<file path="src/logic/aspc_pkg.sv">
// package: register map, field layout, modes and reset values of the axis stop/commit block
package aspc_pkg;
  localparam int unsigned ASPC_ADDR_W = 8;
  localparam logic [7:0] ASPC_OFS_CMD = 8'h00;
  localparam logic [7:0] ASPC_OFS_MODE = 8'h04;
  localparam logic [7:0] ASPC_OFS_ACC = 8'h08;
  localparam logic [7:0] ASPC_OFS_VEL = 8'h0c;
  localparam logic [7:0] ASPC_OFS_TGT = 8'h10;
  localparam logic [7:0] ASPC_OFS_STAT = 8'h14;
  localparam logic [7:0] ASPC_OFS_IRQ_ST = 8'h18;
  localparam logic [7:0] ASPC_OFS_IRQ_MSK = 8'h1c;
  localparam logic [7:0] ASPC_OFS_ACT_POS = 8'h20;
  localparam logic [7:0] ASPC_OFS_PLAN_POS = 8'h24;
  localparam logic [7:0] ASPC_OFS_CUR_VEL = 8'h28;
  localparam logic [7:0] ASPC_OFS_PERIOD = 8'h2c;
  // command register bits (write one to queue; the commit bit issues them)
  localparam int unsigned ASPC_CMD_COMMIT = 0;
  localparam int unsigned ASPC_CMD_SMOOTH = 1;
  localparam int unsigned ASPC_CMD_ABRUPT = 2;
  localparam int unsigned ASPC_CMD_SYNC = 3;
  localparam int unsigned ASPC_CMD_ZERO = 4;
  localparam int unsigned ASPC_CMD_STEPDIR = 5;
  localparam int unsigned ASPC_CMD_DUAL = 6;
  localparam int unsigned ASPC_CMD_W = 7;
  // mode register: [1:0] motion mode, [2] pulse output mode
  localparam int unsigned ASPC_MODE_PULSE_BIT = 2;
  // status bits
  localparam int unsigned ASPC_ST_MOVING = 0;
  localparam int unsigned ASPC_ST_DUAL = 1;
  localparam int unsigned ASPC_ST_ERR = 2;
  // interrupt status bits
  localparam int unsigned ASPC_IRQ_ILLEGAL = 0;
  localparam int unsigned ASPC_IRQ_STOPPED = 1;
  localparam int unsigned ASPC_IRQ_COMMIT = 2;
  localparam int unsigned ASPC_IRQ_W = 3;
  localparam logic [31:0] ASPC_PERIOD_RST = 32'h0000_9c40;
  localparam logic [31:0] ASPC_ZERO32 = 32'h0000_0000;
  typedef enum logic [1:0] {
    ASPC_TRAP,
    ASPC_SCURVE,
    ASPC_VELOCITY,
    ASPC_GEAR
  } aspc_motion_t;
endpackage

</file>
<file path="src/logic/aspc_period_tick.sv">
// servo period tick generator
module aspc_period_tick (
  input wire logic clk_in,
  input wire logic rst_n_in,
  input wire logic [31:0] period_in,
  output logic tick_out
);
  import aspc_pkg::*;
  logic [31:0] cnt_r;
  always_ff @(posedge clk_in or negedge rst_n_in) begin
    if (!rst_n_in) begin
      cnt_r <= ASPC_ZERO32;
      tick_out <= 1'b0;
    end else if (cnt_r + 32'h1 >= period_in) begin
      cnt_r <= ASPC_ZERO32;
      tick_out <= 1'b1;
    end else begin
      cnt_r <= cnt_r + 32'h1;
      tick_out <= 1'b0;
    end
  end
endmodule

</file>
<file path="src/logic/aspc_pulse_gen.sv">
// pulse generator: step+direction or separate forward/reverse pulses
module aspc_pulse_gen (
  input wire logic clk_in,
  input wire logic rst_n_in,
  input wire logic step_in,
  input wire logic dir_neg_in,
  input wire logic dual_in,
  output logic step_out,
  output logic dir_out,
  output logic fwd_out,
  output logic rev_out
);
  import aspc_pkg::*;
  always_ff @(posedge clk_in or negedge rst_n_in) begin
    if (!rst_n_in) begin
      step_out <= 1'b0;
      dir_out <= 1'b0;
      fwd_out <= 1'b0;
      rev_out <= 1'b0;
    end else begin
      step_out <= step_in & ~dual_in;
      dir_out <= dual_in ? 1'b0 : dir_neg_in;
      fwd_out <= step_in & dual_in & ~dir_neg_in;
      rev_out <= step_in & dual_in & dir_neg_in;
    end
  end
endmodule

</file>
<file path="src/logic/aspc_axis.sv">
// axis stop, position commit and pulse method logic with APB register slave
module aspc_axis (
  input wire logic clk_in,
  input wire logic rst_n_in,
  input wire logic psel,
  input wire logic penable,
  input wire logic pwrite,
  input wire logic [aspc_pkg::ASPC_ADDR_W-1:0] paddr,
  input wire logic [31:0] pwdata,
  output logic [31:0] prdata,
  output logic pready,
  output logic pslverr,
  output logic step_out,
  output logic dir_out,
  output logic fwd_out,
  output logic rev_out,
  output logic irq_out
);
  import aspc_pkg::*;

  // ****************************************************
  // bus decode
  // ****************************************************
  logic wr_en, rd_en, addr_ok;
  assign wr_en = psel & penable & pwrite;
  assign rd_en = psel & penable & ~pwrite;
  assign pready = 1'b1;
  always_comb begin
    case (paddr)
      ASPC_OFS_CMD, ASPC_OFS_MODE, ASPC_OFS_ACC, ASPC_OFS_VEL, ASPC_OFS_TGT,
      ASPC_OFS_STAT, ASPC_OFS_IRQ_ST, ASPC_OFS_IRQ_MSK, ASPC_OFS_ACT_POS,
      ASPC_OFS_PLAN_POS, ASPC_OFS_CUR_VEL, ASPC_OFS_PERIOD: addr_ok = 1'b1;
      default: addr_ok = 1'b0;
    endcase
  end
  assign pslverr = psel & penable & ~addr_ok;

  // ****************************************************
  // shadow (buffered) registers, the directly written period register and pending commands
  // ****************************************************
  logic [31:0] acc_buf_r, vel_buf_r, tgt_buf_r, period_r;
  logic [2:0] mode_buf_r;
  logic [ASPC_CMD_W-1:0] pend_r;
  logic commit;
  assign commit = wr_en & (paddr == ASPC_OFS_CMD) & pwdata[ASPC_CMD_COMMIT];

  always_ff @(posedge clk_in or negedge rst_n_in) begin
    if (!rst_n_in) begin
      acc_buf_r <= ASPC_ZERO32;
      vel_buf_r <= ASPC_ZERO32;
      tgt_buf_r <= ASPC_ZERO32;
      mode_buf_r <= 3'h0;
      period_r <= ASPC_PERIOD_RST;
    end else if (wr_en) begin
      case (paddr)
        ASPC_OFS_ACC: acc_buf_r <= pwdata;
        ASPC_OFS_VEL: vel_buf_r <= pwdata;
        ASPC_OFS_TGT: tgt_buf_r <= pwdata;
        ASPC_OFS_MODE: mode_buf_r <= pwdata[2:0];
        ASPC_OFS_PERIOD: period_r <= pwdata;
        default: ;
      endcase
    end
  end

  // commands wait in the buffer; a commit in the same write also takes them
  logic [ASPC_CMD_W-1:0] cmd_wr, cmd_go;
  assign cmd_wr = (wr_en && paddr == ASPC_OFS_CMD) ? pwdata[ASPC_CMD_W-1:0] : '0;
  assign cmd_go = commit ? (pend_r | cmd_wr) : '0;
  always_ff @(posedge clk_in or negedge rst_n_in) begin
    if (!rst_n_in) begin
      pend_r <= '0;
    end else if (commit) begin
      pend_r <= '0;
    end else begin
      pend_r <= pend_r | cmd_wr;
    end
  end

  // ****************************************************
  // active parameters
  // ****************************************************
  logic [31:0] acc_r, vel_r, tgt_r, act_r, plan_r, cur_vel_r;
  aspc_motion_t motion_r;
  logic pulse_mode_r, dual_r, moving;
  logic gear;
  assign gear = (motion_r == ASPC_GEAR);
  assign moving = (cur_vel_r != ASPC_ZERO32);

  always_ff @(posedge clk_in or negedge rst_n_in) begin
    if (!rst_n_in) begin
      acc_r <= ASPC_ZERO32;
      vel_r <= ASPC_ZERO32;
      motion_r <= ASPC_TRAP;
      pulse_mode_r <= 1'b0;
    end else if (commit) begin
      acc_r <= acc_buf_r;
      vel_r <= vel_buf_r;
      motion_r <= aspc_motion_t'(mode_buf_r[1:0]);
      pulse_mode_r <= mode_buf_r[ASPC_MODE_PULSE_BIT];
    end
  end

  // pulse method select
  always_ff @(posedge clk_in or negedge rst_n_in) begin
    if (!rst_n_in) begin
      dual_r <= 1'b0;
    end else if (commit && mode_buf_r[ASPC_MODE_PULSE_BIT] && !pulse_mode_r) begin
      dual_r <= 1'b0;
    end else if (pulse_mode_r && cmd_go[ASPC_CMD_DUAL]) begin
      dual_r <= 1'b1;
    end else if (pulse_mode_r && cmd_go[ASPC_CMD_STEPDIR]) begin
      dual_r <= 1'b0;
    end
  end

  // ****************************************************
  // servo period motion
  // ****************************************************
  logic tick;
  logic smooth_r, zero_ok, illegal;
  assign zero_ok = cmd_go[ASPC_CMD_ZERO] & ~moving & ~gear;
  assign illegal = cmd_go[ASPC_CMD_ZERO] & moving;

  aspc_period_tick u_tick (
    .clk_in(clk_in),
    .rst_n_in(rst_n_in),
    .period_in(period_r),
    .tick_out(tick)
  );

  // a stop holds the goal at zero until a commit without a stop; else the axis would ramp back up
  always_ff @(posedge clk_in or negedge rst_n_in) begin
    if (!rst_n_in) begin
      smooth_r <= 1'b0;
    end else if (cmd_go[ASPC_CMD_ABRUPT] || (cmd_go[ASPC_CMD_SMOOTH] && !gear)) begin
      smooth_r <= 1'b1;
    end else if (commit && !cmd_go[ASPC_CMD_SMOOTH]) begin
      smooth_r <= 1'b0;
    end
  end

  // velocity: signed magnitude ramp toward commanded or zero
  logic [31:0] vel_goal, step_v;
  assign vel_goal = smooth_r ? ASPC_ZERO32 : vel_r;
  always_comb begin
    if (acc_r == ASPC_ZERO32) begin
      step_v = (vel_goal - cur_vel_r);
    end else if ($signed(vel_goal) > $signed(cur_vel_r)) begin
      step_v = ($signed(vel_goal - cur_vel_r) > $signed(acc_r)) ? acc_r
             : (vel_goal - cur_vel_r);
    end else begin
      step_v = ($signed(cur_vel_r - vel_goal) > $signed(acc_r)) ? (ASPC_ZERO32 - acc_r)
             : (vel_goal - cur_vel_r);
    end
  end

  always_ff @(posedge clk_in or negedge rst_n_in) begin
    if (!rst_n_in) begin
      cur_vel_r <= ASPC_ZERO32;
    end else if (cmd_go[ASPC_CMD_ABRUPT]) begin
      cur_vel_r <= ASPC_ZERO32;
    end else if (tick) begin
      cur_vel_r <= cur_vel_r + step_v;
    end
  end

  // positions; each servo period advances plan and actual by the velocity
  always_ff @(posedge clk_in or negedge rst_n_in) begin
    if (!rst_n_in) begin
      act_r <= ASPC_ZERO32;
      plan_r <= ASPC_ZERO32;
      tgt_r <= ASPC_ZERO32;
    end else if (zero_ok) begin
      act_r <= ASPC_ZERO32;
      plan_r <= ASPC_ZERO32;
      tgt_r <= ASPC_ZERO32;
    end else if (cmd_go[ASPC_CMD_SYNC] && (motion_r == ASPC_TRAP || motion_r == ASPC_SCURVE)) begin
      tgt_r <= act_r;
      plan_r <= act_r;
    end else begin
      if (commit) begin
        tgt_r <= tgt_buf_r;
      end
      if (tick) begin
        plan_r <= plan_r + cur_vel_r;
        act_r <= act_r + cur_vel_r;
      end
    end
  end

  // one step per period while moving; direction from velocity sign
  logic step_req;
  assign step_req = tick & moving;
  aspc_pulse_gen u_pulse (
    .clk_in(clk_in),
    .rst_n_in(rst_n_in),
    .step_in(step_req),
    .dir_neg_in(cur_vel_r[31]),
    .dual_in(dual_r),
    .step_out(step_out),
    .dir_out(dir_out),
    .fwd_out(fwd_out),
    .rev_out(rev_out)
  );

  // ****************************************************
  // status and interrupts
  // ****************************************************
  logic err_r, moving_q_r;
  logic [ASPC_IRQ_W-1:0] irq_st_r, irq_msk_r, irq_set;
  logic stat_rd;
  assign stat_rd = rd_en & (paddr == ASPC_OFS_STAT);
  // error holds until status is read or cleared; a new event wins
  always_ff @(posedge clk_in or negedge rst_n_in) begin
    if (!rst_n_in) begin
      err_r <= 1'b0;
    end else if (illegal) begin
      err_r <= 1'b1;
    end else if (stat_rd || (wr_en && paddr == ASPC_OFS_STAT && pwdata[ASPC_ST_ERR])) begin
      err_r <= 1'b0;
    end
  end

  always_ff @(posedge clk_in or negedge rst_n_in) begin
    if (!rst_n_in) begin
      moving_q_r <= 1'b0;
    end else begin
      moving_q_r <= moving;
    end
  end

  assign irq_set = {commit, moving_q_r & ~moving, illegal};
  always_ff @(posedge clk_in or negedge rst_n_in) begin
    if (!rst_n_in) begin
      irq_st_r <= '0;
      irq_msk_r <= '0;
    end else begin
      if (wr_en && paddr == ASPC_OFS_IRQ_ST) begin
        irq_st_r <= (irq_st_r & ~pwdata[ASPC_IRQ_W-1:0]) | irq_set;
      end else begin
        irq_st_r <= irq_st_r | irq_set;
      end
      if (wr_en && paddr == ASPC_OFS_IRQ_MSK) begin
        irq_msk_r <= pwdata[ASPC_IRQ_W-1:0];
      end
    end
  end
  assign irq_out = |(irq_st_r & irq_msk_r);

  // ****************************************************
  // read data
  // ****************************************************
  logic [31:0] rd_mux;
  always_comb begin
    rd_mux = ASPC_ZERO32;
    case (paddr)
      ASPC_OFS_CMD: rd_mux = {25'h0, pend_r};
      ASPC_OFS_MODE: rd_mux = {29'h0, mode_buf_r};
      ASPC_OFS_ACC: rd_mux = acc_buf_r;
      ASPC_OFS_VEL: rd_mux = vel_buf_r;
      ASPC_OFS_TGT: rd_mux = tgt_r;
      ASPC_OFS_STAT: rd_mux = {29'h0, err_r, dual_r, moving};
      ASPC_OFS_IRQ_ST: rd_mux = {29'h0, irq_st_r};
      ASPC_OFS_IRQ_MSK: rd_mux = {29'h0, irq_msk_r};
      ASPC_OFS_ACT_POS: rd_mux = act_r;
      ASPC_OFS_PLAN_POS: rd_mux = plan_r;
      ASPC_OFS_CUR_VEL: rd_mux = cur_vel_r;
      ASPC_OFS_PERIOD: rd_mux = period_r;
      default: rd_mux = ASPC_ZERO32;
    endcase
  end
  always_ff @(posedge clk_in or negedge rst_n_in) begin
    if (!rst_n_in) begin
      prdata <= ASPC_ZERO32;
    end else if (psel && !penable && !pwrite) begin
      prdata <= rd_mux;
    end
  end

  // ****************************************************
  // assertions
  // ****************************************************
  property p_abrupt;
    @(posedge clk_in) disable iff (!rst_n_in) cmd_go[ASPC_CMD_ABRUPT] |=> cur_vel_r == ASPC_ZERO32;
  endproperty
  a_abrupt: assert property (p_abrupt) else $error("abrupt stop left velocity");
  property p_no_commit;
    @(posedge clk_in) disable iff (!rst_n_in) !commit |=> $stable(acc_r) && $stable(vel_r);
  endproperty
  a_no_commit: assert property (p_no_commit) else $error("active value moved without commit");
  property p_zero;
    @(posedge clk_in) disable iff (!rst_n_in) zero_ok |=> act_r == 0 && tgt_r == 0 && plan_r == 0;
  endproperty
  a_zero: assert property (p_zero) else $error("zero did not clear positions");
  property p_zero_moving;
    @(posedge clk_in) disable iff (!rst_n_in) cmd_go[ASPC_CMD_ZERO] && moving |=> err_r;
  endproperty
  a_zero_moving: assert property (p_zero_moving) else $error("illegal zero not flagged");
  property p_err_hold;
    @(posedge clk_in) disable iff (!rst_n_in) err_r && !stat_rd && !wr_en |=> err_r;
  endproperty
  a_err_hold: assert property (p_err_hold) else $error("error dropped early");
  property p_sync;
    @(posedge clk_in) disable iff (!rst_n_in)
      cmd_go[ASPC_CMD_SYNC] && !zero_ok && (motion_r == ASPC_TRAP || motion_r == ASPC_SCURVE)
      |=> tgt_r == $past(act_r) && plan_r == $past(act_r);
  endproperty
  a_sync: assert property (p_sync) else $error("sync did not copy actual");
  property p_gear_smooth;
    @(posedge clk_in) disable iff (!rst_n_in)
      gear && !smooth_r && cmd_go[ASPC_CMD_SMOOTH] && !cmd_go[ASPC_CMD_ABRUPT] |=> !smooth_r;
  endproperty
  a_gear_smooth: assert property (p_gear_smooth) else $error("smooth stop took effect in gear");
  property p_default;
    @(posedge clk_in) disable iff (!rst_n_in)
      commit && mode_buf_r[ASPC_MODE_PULSE_BIT] && !pulse_mode_r |=> !dual_r;
  endproperty
  a_default: assert property (p_default) else $error("pulse method not defaulted");
  property p_slow;
    @(posedge clk_in) disable iff (!rst_n_in)
      tick && smooth_r && moving && acc_r != 0 && !cmd_go[ASPC_CMD_ABRUPT]
      |=> ($signed(cur_vel_r) >= 0 ? cur_vel_r : -cur_vel_r)
          < ($signed($past(cur_vel_r)) >= 0 ? $past(cur_vel_r) : -$past(cur_vel_r));
  endproperty
  a_slow: assert property (p_slow) else $error("smooth stop did not slow");
  c_smooth: cover property (@(posedge clk_in) smooth_r ##[1:1000] !moving);
  c_illegal: cover property (@(posedge clk_in) illegal);
  c_dual: cover property (@(posedge clk_in) dual_r && fwd_out);
endmodule

</file>
<file path="config.mk">
export PLATFORM = sky130hd
export DESIGN_NAME = aspc_axis
export DESIGN_NICKNAME = d
export VERILOG_FILES = /design/src/logic/aspc_pkg.sv /design/src/logic/aspc_period_tick.sv /design/src/logic/aspc_pulse_gen.sv /design/src/logic/aspc_axis.sv
export SDC_FILE = /design/constraint.sdc
export NUM_CORES = 1
export LEC_CHECK = 0
export BUFFER_PORTS_ARGS = -buffer_cell sky130_fd_sc_hd__clkbuf_2
export CAP_MARGIN = 5
export CORE_UTILIZATION = 30
export DETAILED_ROUTE_END_ITERATION = 6
export PLACE_DENSITY = 0.44
export SLEW_MARGIN = 0
export SYNTH_ARGS = -nofsm -noshare
export SYNTH_HDL_FRONTEND = slang
export SYNTH_SLANG_ARGS = --single-unit
export TNS_END_PERCENT = 100
</file>
<file path="constraint.sdc">
create_clock -name clk_in -period 21.1 [get_ports clk_in]
set_input_delay 3.165 -clock clk_in [delete_from_list [all_inputs] [get_ports clk_in]]
set_output_delay 3.165 -clock clk_in [all_outputs]
set_load 0.05 [all_outputs]
</file>
==> results of run 1 <==
worst max-delay path by stage:
stage                                     from                        end  cells after the start
final                     smooth_r$_DFFE_PN0P_  cur_vel_r[31]$_DFFE_PN0P_                     38
after global routing      smooth_r$_DFFE_PN0P_  cur_vel_r[31]$_DFFE_PN0P_                     42
after CTS                 smooth_r$_DFFE_PN0P_  cur_vel_r[31]$_DFFE_PN0P_                     38
after detailed placement  smooth_r$_DFFE_PN0P_  cur_vel_r[31]$_DFFE_PN0P_                     38
after global placement    smooth_r$_DFFE_PN0P_  cur_vel_r[31]$_DFFE_PN0P_                     38
after floorplan           smooth_r$_DFFE_PN0P_  cur_vel_r[31]$_DFFE_PN0P_                     42
through the flow:
step                area (um^2)  cells  total power, W  utilization [%]
floorplan                 29200   3266         0.00359                -
global placement          30900   4498         0.00444             32.0
detailed placement        30900   4498         0.00440             32.0
CTS                       32500   4587         0.00529             33.6
global route              32500   4587         0.00573             33.6
finish                    32500   4587         0.00528             33.6
cell type report:
class | count | area (um^2) | area share, %
clock inverter | 21 | 191 | 0.590
multi-input combinational | 2512 | 17600 | 54.3
sequential | 412 | 10300 | 31.8
clock buffer | 68 | 1360 | 4.19
tap | 1276 | 1600 | 4.92
timing repair buffer | 119 | 698 | 2.15
inverter | 179 | 672 | 2.07
layer usage:
layer | vias up | track usage [%] | routed length, um
li1 | 11777 | - | -
met2 | 663 | 32.2 | 45700
met4 | 0 | 5.19 | 2430
met3 | 126 | 2.60 | 5190
met1 | 12416 | 32.1 | 53000
met5 | - | 0 | 0
synth_stat cells (48+ instances only):
library cell and n:
nand2b_1 59, clkbuf_1 110, a21o_1 91, xnor2_1 107, nand3_1 63, nand2_1 375, a211oi_1 57, nor2b_1 61
a31oi_1 48, nor2_1 253, mux2_2 134, o21ai_0 133, a21oi_1 237, ha_1 262, mux2i_1 71, inv_1 179
xor2_1 69, dfrtp_1 407
report_power, final:
group | leakage, nW | total [W] | switching [W] | internal [W]
combinational | 9.43 | 0.00324 | 0.00188 | 0.00136
sequential | 5.27 | 0.00120 | 0.000264 | 0.000937
clock | 0.767 | 0.000845 | 0.000369 | 0.000477
total | 15.5 | 0.00528 | 0.00251 | 0.00277
critical path, delay by kind of cell (launching register included):
family / cells / cell delay [ns]
DFF: 1 / 0.99
buffers and inverters: 3 / 0.46
adders and majority gates: 3 / 0.99
AOI/OAI and AO/OA: 24 / 6.54
and+or+nand+nor: 8 / 1.99
cells by family (layout without fill, tap and decap cells):
logic type      after synthesis  after routing
simple gates                989            989
compound gates              874            874
flops                       412            412
buf+inv                     342            387
fa+ha+maj                   267            267
mux                         205            205
xor+xnor                    176            176
other cells                   1              1
cells in the final DEF, fill, tap and decap left out, types with 7 or more instances in the layout:
cell type    n
clkbuf_16   50
nand4_1     38
clkinv_2    11
o21bai_1    26
xnor2_1    107
a221oi_1    45
a22o_1      43
a222oi_1    27
dfrtp_1    406
o31ai_1     43
or2_2        7
a21o_1      91
o22ai_1     13
nand2b_1    59
o21a_1      19
clkbuf_2    81
ha_1       262
and3_1      24
o22a_1       7
clkbuf_1    14
inv_1      179
nor2b_1     61
xor2_1      69
mux2i_1     71
o2111ai_1    7
nor2_1     245
buf_4       37
nand3_1     63
nor3_1      42
nor4_1      14
a21oi_1    237
a211oi_1    57
and2_1       9
a31oi_1     48
mux2_2     134
o211ai_1     9
or3_1       21
nand2_1    373
o21ai_0    132
==> impl_metrics.ini, run 1 <==
[timing]
worstMarginPinSlew_ns = 1.14
slew_viol_final = 0
fin_crit_sh_pct = 52.7
slew_headroom_pct = 23.5
fin_ws_ns = 9.97
setup_violations = 0
period_minus_slack_ns = 11.13
rsz0062_at_grt = no
fin_tns_setup_ns = 0
fmax_mhz = 89.8
finClkSkew_ns = 0.0266
final_hold_viol_count = 0
hold_slack_ns = 0.477

[min_path]
min_to = irq_st_r[1]$_DFF_PN0_
holdPathStages = 1
min_from = moving_q_r$_DFF_PN0_
hp-class = flop to flop

[cells_and_area]
drive_above_1_share_pct = 11.3
flow.area_growth_from_synthesis_pct = 11.2
nNetsFinal = 3586
fill_cells = 10133
antenna-diode-count = 0

[route]
num_vias = 24982
drtIter0Drc = 2185
drt-pass1-iter-count = 6
via_per_inst = 5.45
final_antenna_net_count = 0
drt_wl_total_mm = 106
drc = 0
wl_per_cell_um = 23.2

[clock_network]
hold_buffers = 0
cts_resized = 0
post-cts-setup-buffers = 0
cts.path.max_buffers = 3
numCtsBuffers = 50
cts_root_buffer = clkbuf_16
h-tree-depth = 2
clk_latency_ns = 0.62
clock-sinks = 412
path_clk_slew_ns = 0.07
cts_tree = yes

[synth]
synth_cell_types = 83
syn_avg_cell_area_um2 = 8.94
synth_top_area_share_pct = 34.9
synthAdderAreaFrac_pct = 11.6
syn_area_um2 = 29200
synth_area_leaders = dfrtp_1, ha_1, mux2_2
synthArstFlopShare_pct = 100
synth_nets = 3578
synth_top_area_cell = dfrtp_1
synth_simple_gate_area_share_pct = 15.5
synth_edf_count = 0
seq_area_frac_synth_pct = 35.3
synth_compound_area_share_pct = 20.2
synthFlopType = dfrtp_1
synth_mux_area_share_pct = 7.60
ys_ff_latch = 412
synth_warnings = 0
synth_top_family_by_area = compound AO/OA/AOI/OAI gates
synth-xor-area-share_pct = 5.28
netlist_instances = 3266

[setup_path]
required_ns = 21.57
end_kind = flop
reg2reg_from = smooth_r$_DFFE_PN0P_
cp.arrival_ns = 11.60
slowest_delay_ns = 0.99
crit_path_start_kind = flop
reg2reg_to = cur_vel_r[31]$_DFFE_PN0P_
crit_path_top_delay_cell = dfrtp_1
worst_r2r_path_depth = 38
crit_path_frequent_cell = a21oi_1
r2r_setup_slack_ns = 9.97
crit_type = flop to flop
cp_max_fo = 33

[global_route]
grt_pass1_wl_mm = 160
grt_overflow = 0
track_usage_pct = 21.4
grt_pass1_vias = 24458
antenna_found_initial = 3
grt_max_degree = 110

[floorplanning]
top_level_ports = 84
fp.coreArea_um2 = 96600
row_count = 114
die_w_um = 314
start_util_pct = 30.2
die-height_um = 314
dieArea_um2 = 98500

[place]
gp_congestion = 0.902
pre_cts_ws_ns = 10.01
dp_hpwl_mm = 78.8
portBuffers = 82

[pwr]
p_leak_nw = 15.5
powerDensity_nw_per_um2 = 163
ir_worst_vdd_v = 0.0000788

[run]
max_cap_violations = 0

[status]
outcome = complete, no violations
Power figures use the tool's default switching activity.
==> run 2: changes to the inputs <==
--- a/config.mk
+++ b/config.mk
@@ -9,7 +9,7 @@
 export CAP_MARGIN = 5
 export CORE_UTILIZATION = 30
 export DETAILED_ROUTE_END_ITERATION = 6
-export PLACE_DENSITY = 0.44
+export PLACE_DENSITY = 0.46
 export SLEW_MARGIN = 0
 export SYNTH_ARGS = -nofsm -noshare
 export SYNTH_HDL_FRONTEND = slang
==> constraint.sdc (replaced) <==
create_clock -name clk_in -period 9.19 [get_ports clk_in]
set_input_delay 1.3785 -clock clk_in [delete_from_list [all_inputs] [get_ports clk_in]]
set_output_delay 1.3785 -clock clk_in [all_outputs]
set_load 0.05 [all_outputs]
==> run 2 against run 1 <==
The run now ends with design-rule violations left. Cell area rose by 4.0%. Maximum frequency grew 27%. Register-to-register slack worse by 9.6 ns. Setup slack got worse by 9.6 ns. Wire length is essentially flat. First-iteration DRC count fell by 4.0%. Worst hold slack about the same. Combinational power grew to 2.6 times the previous value. Clock skew rose by 0.015 ns. Sequential power rose by 110%. Clock power rose by 150%. Critical endpoint unchanged. Highest routed layer unchanged.
==> impl_metrics.ini, run 2 (synthesis results as in run 1) <==
[place]
dp_hpwl_mm = 79.4
gp_congestion = 0.917
postPlaceCellArea_um2 = 31700
portBuffers = 82
pre_cts_ws_ns = 0.0267

[floorplanning]
top_level_ports = 84
start_util_pct = 30.2
row_count = 114
die_w_um = 314
dieArea_um2 = 98500
die-height_um = 314
fp.coreArea_um2 = 96600

[setup_path]
path_delay_family = compound AO/OA/AOI/OAI gates
slowest_delay_ns = 0.56
crit_path_start_kind = flop
r2r_setup_slack_ns = 0.40
reg2reg_to = cur_vel_r[31]$_DFFE_PN0P_
cp_max_fo = 18
cp.buffers_inverters = 6
end_kind = flop
crit_path_frequent_cell = buf_4
reg2reg_from = smooth_r$_DFFE_PN0P_
required_ns = 9.65
cp.arrival_ns = 9.25
crit_path_top_delay_cell = or4_1
worst_r2r_path_depth = 41
crit_type = flop to flop

[timing]
fin_ws_ns = 0.402
fmax_mhz = 114
fin_tns_setup_ns = 0
worstMarginPinSlew_ns = 1.16
slew_headroom_pct = 22.4
period_minus_slack_ns = 8.79
fin_crit_sh_pct = 95.6
setup_violations = 0
slew_viol_final = 0
finClkSkew_ns = 0.0420
final_hold_viol_count = 0

[route]
wl_per_cell_um = 22.6
final_antenna_net_count = 0
drt_wl_total_mm = 106
num_vias = 25186
drc = 7
drtIter0Drc = 2097
drt-pass1-iter-count = 7
via_per_inst = 5.36

[cells_and_area]
nNetsFinal = 3697
layout_common_cells = dfrtp_1, nand2_1, ha_1
flow.area_growth_from_synthesis_pct = 15.7
fill_cells = 10019
fin_area_um2 = 33800
post-route-util_pct = 35.0
drive_above_1_share_pct = 15.5
layout_commonest_cell = dfrtp_1

[global_route]
grt_pass1_wl_mm = 160
antenna_found_initial = 3
track_usage_pct = 21.3
grt_max_degree = 148
grt.busiest_layer = met2
grt_pass1_vias = 24563
met3_usage_pct = 1.96
use_met2_pct = 32.7
grt_use_met1_pct = 32.3
grt_overflow = 0

[pwr]
ir_worst_vdd_v = 0.000163
p_leak_nw = 16.2
powerDensity_nw_per_um2 = 386
power_w = 0.0130

[min_path]
hp-class = flop to flop
min_to = vel_r[7]$_DFFE_PN0P_
min_from = vel_r[7]$_DFFE_PN0P_
holdPathStages = 2

[clock_network]
clock-sinks = 412
cts_root_buffer = clkbuf_16
h-tree-depth = 2
cts.path.max_buffers = 3
path_clk_slew_ns = 0.06
hold_buffers = 0
clk_latency_ns = 0.62
numCtsBuffers = 49
cts_tree = yes

[status]
outcome = finished, violations left
violations = design-rule violations

[run]
max_cap_violations = 0
## run 2: cell count changes in the layout (fill, tap and decap cells not counted), moves of 5 or more
cell | previous run | this run
buf_4 | 37 | 144
a21oi_1 | 237 | 232
a21oi_2 | 0 | 5
bufinv_16 | 2 | 7
clkbuf_8 | 4 | 9
ha_1 | 262 | 257
o21ai_0 | 132 | 127
## run 2: per-layer routing
layer	vias up	part of all wire [%]
met4	0	1.6
met3	94	4.9
met5	-	0
met1	12446	50
li1	11990	-
met2	656	44
## run 2: cell type report
class / instances / area [um^2] / area share (%)
diodes: 1 / 2.50 / 0.00741
flip-flops and latches: 412 / 10300 / 30.6
multi-input cells: 2512 / 17900 / 53.0
inverters: 179 / 672 / 1.99
clock inverters: 20 / 299 / 0.886
clock buffers: 70 / 1420 / 4.20
well taps: 1276 / 1600 / 4.73
repair buffers: 231 / 1580 / 4.67
## run 2: worst max-delay path by stage
| stage | cells past startpoint | start | end |
|---|---|---|---|
| 3_3_place_gp | 43 | smooth_r$_DFFE_PN0P_ | cur_vel_r[31]$_DFFE_PN0P_ |
| 2_1_floorplan | 42 | smooth_r$_DFFE_PN0P_ | cur_vel_r[31]$_DFFE_PN0P_ |
| 3_5_place_dp | 43 | smooth_r$_DFFE_PN0P_ | cur_vel_r[31]$_DFFE_PN0P_ |
| 5_1_grt | 50 | smooth_r$_DFFE_PN0P_ | cur_vel_r[26]$_DFFE_PN0P_ |
| 6_report | 41 | smooth_r$_DFFE_PN0P_ | cur_vel_r[31]$_DFFE_PN0P_ |
| 4_1_cts | 45 | smooth_r$_DFFE_PN0P_ | cur_vel_r[31]$_DFFE_PN0P_ |
## run 2: report_power, final
| part | switching (W) | internal [W] |
|---|---|---|
| clock | 0.000837 | 0.00127 |
| combinational | 0.00472 | 0.00366 |
| sequential | 0.000385 | 0.00216 |
## run 2: timing repair
item	in CTS	in global routing
setup buffers	0	14
gates resized for setup	1	56
pin swaps	1	30
endpoints found under the setup margin	2	14
## run 2: worst register-to-register path, delay by kind of cell (launching register included)
kind                       cells  cell delay, ns
AOI/OAI and AO/OA             21            3.82
xor gates and xnor gates       1            0.20
adders and majority gates      3            1.09
buffers and inverters          6            0.83
DFF                            1            0.37
and+or+nand+nor               10            2.33
## run 2: metrics by stage
stage	hold WS, ns	std cells
after detailed placement	0.467	4596
after global placement	0.461	4596
after floorplan	0.438	3266
after global routing	0.499	4700
after CTS	0.480	4686
final	0.477	4701
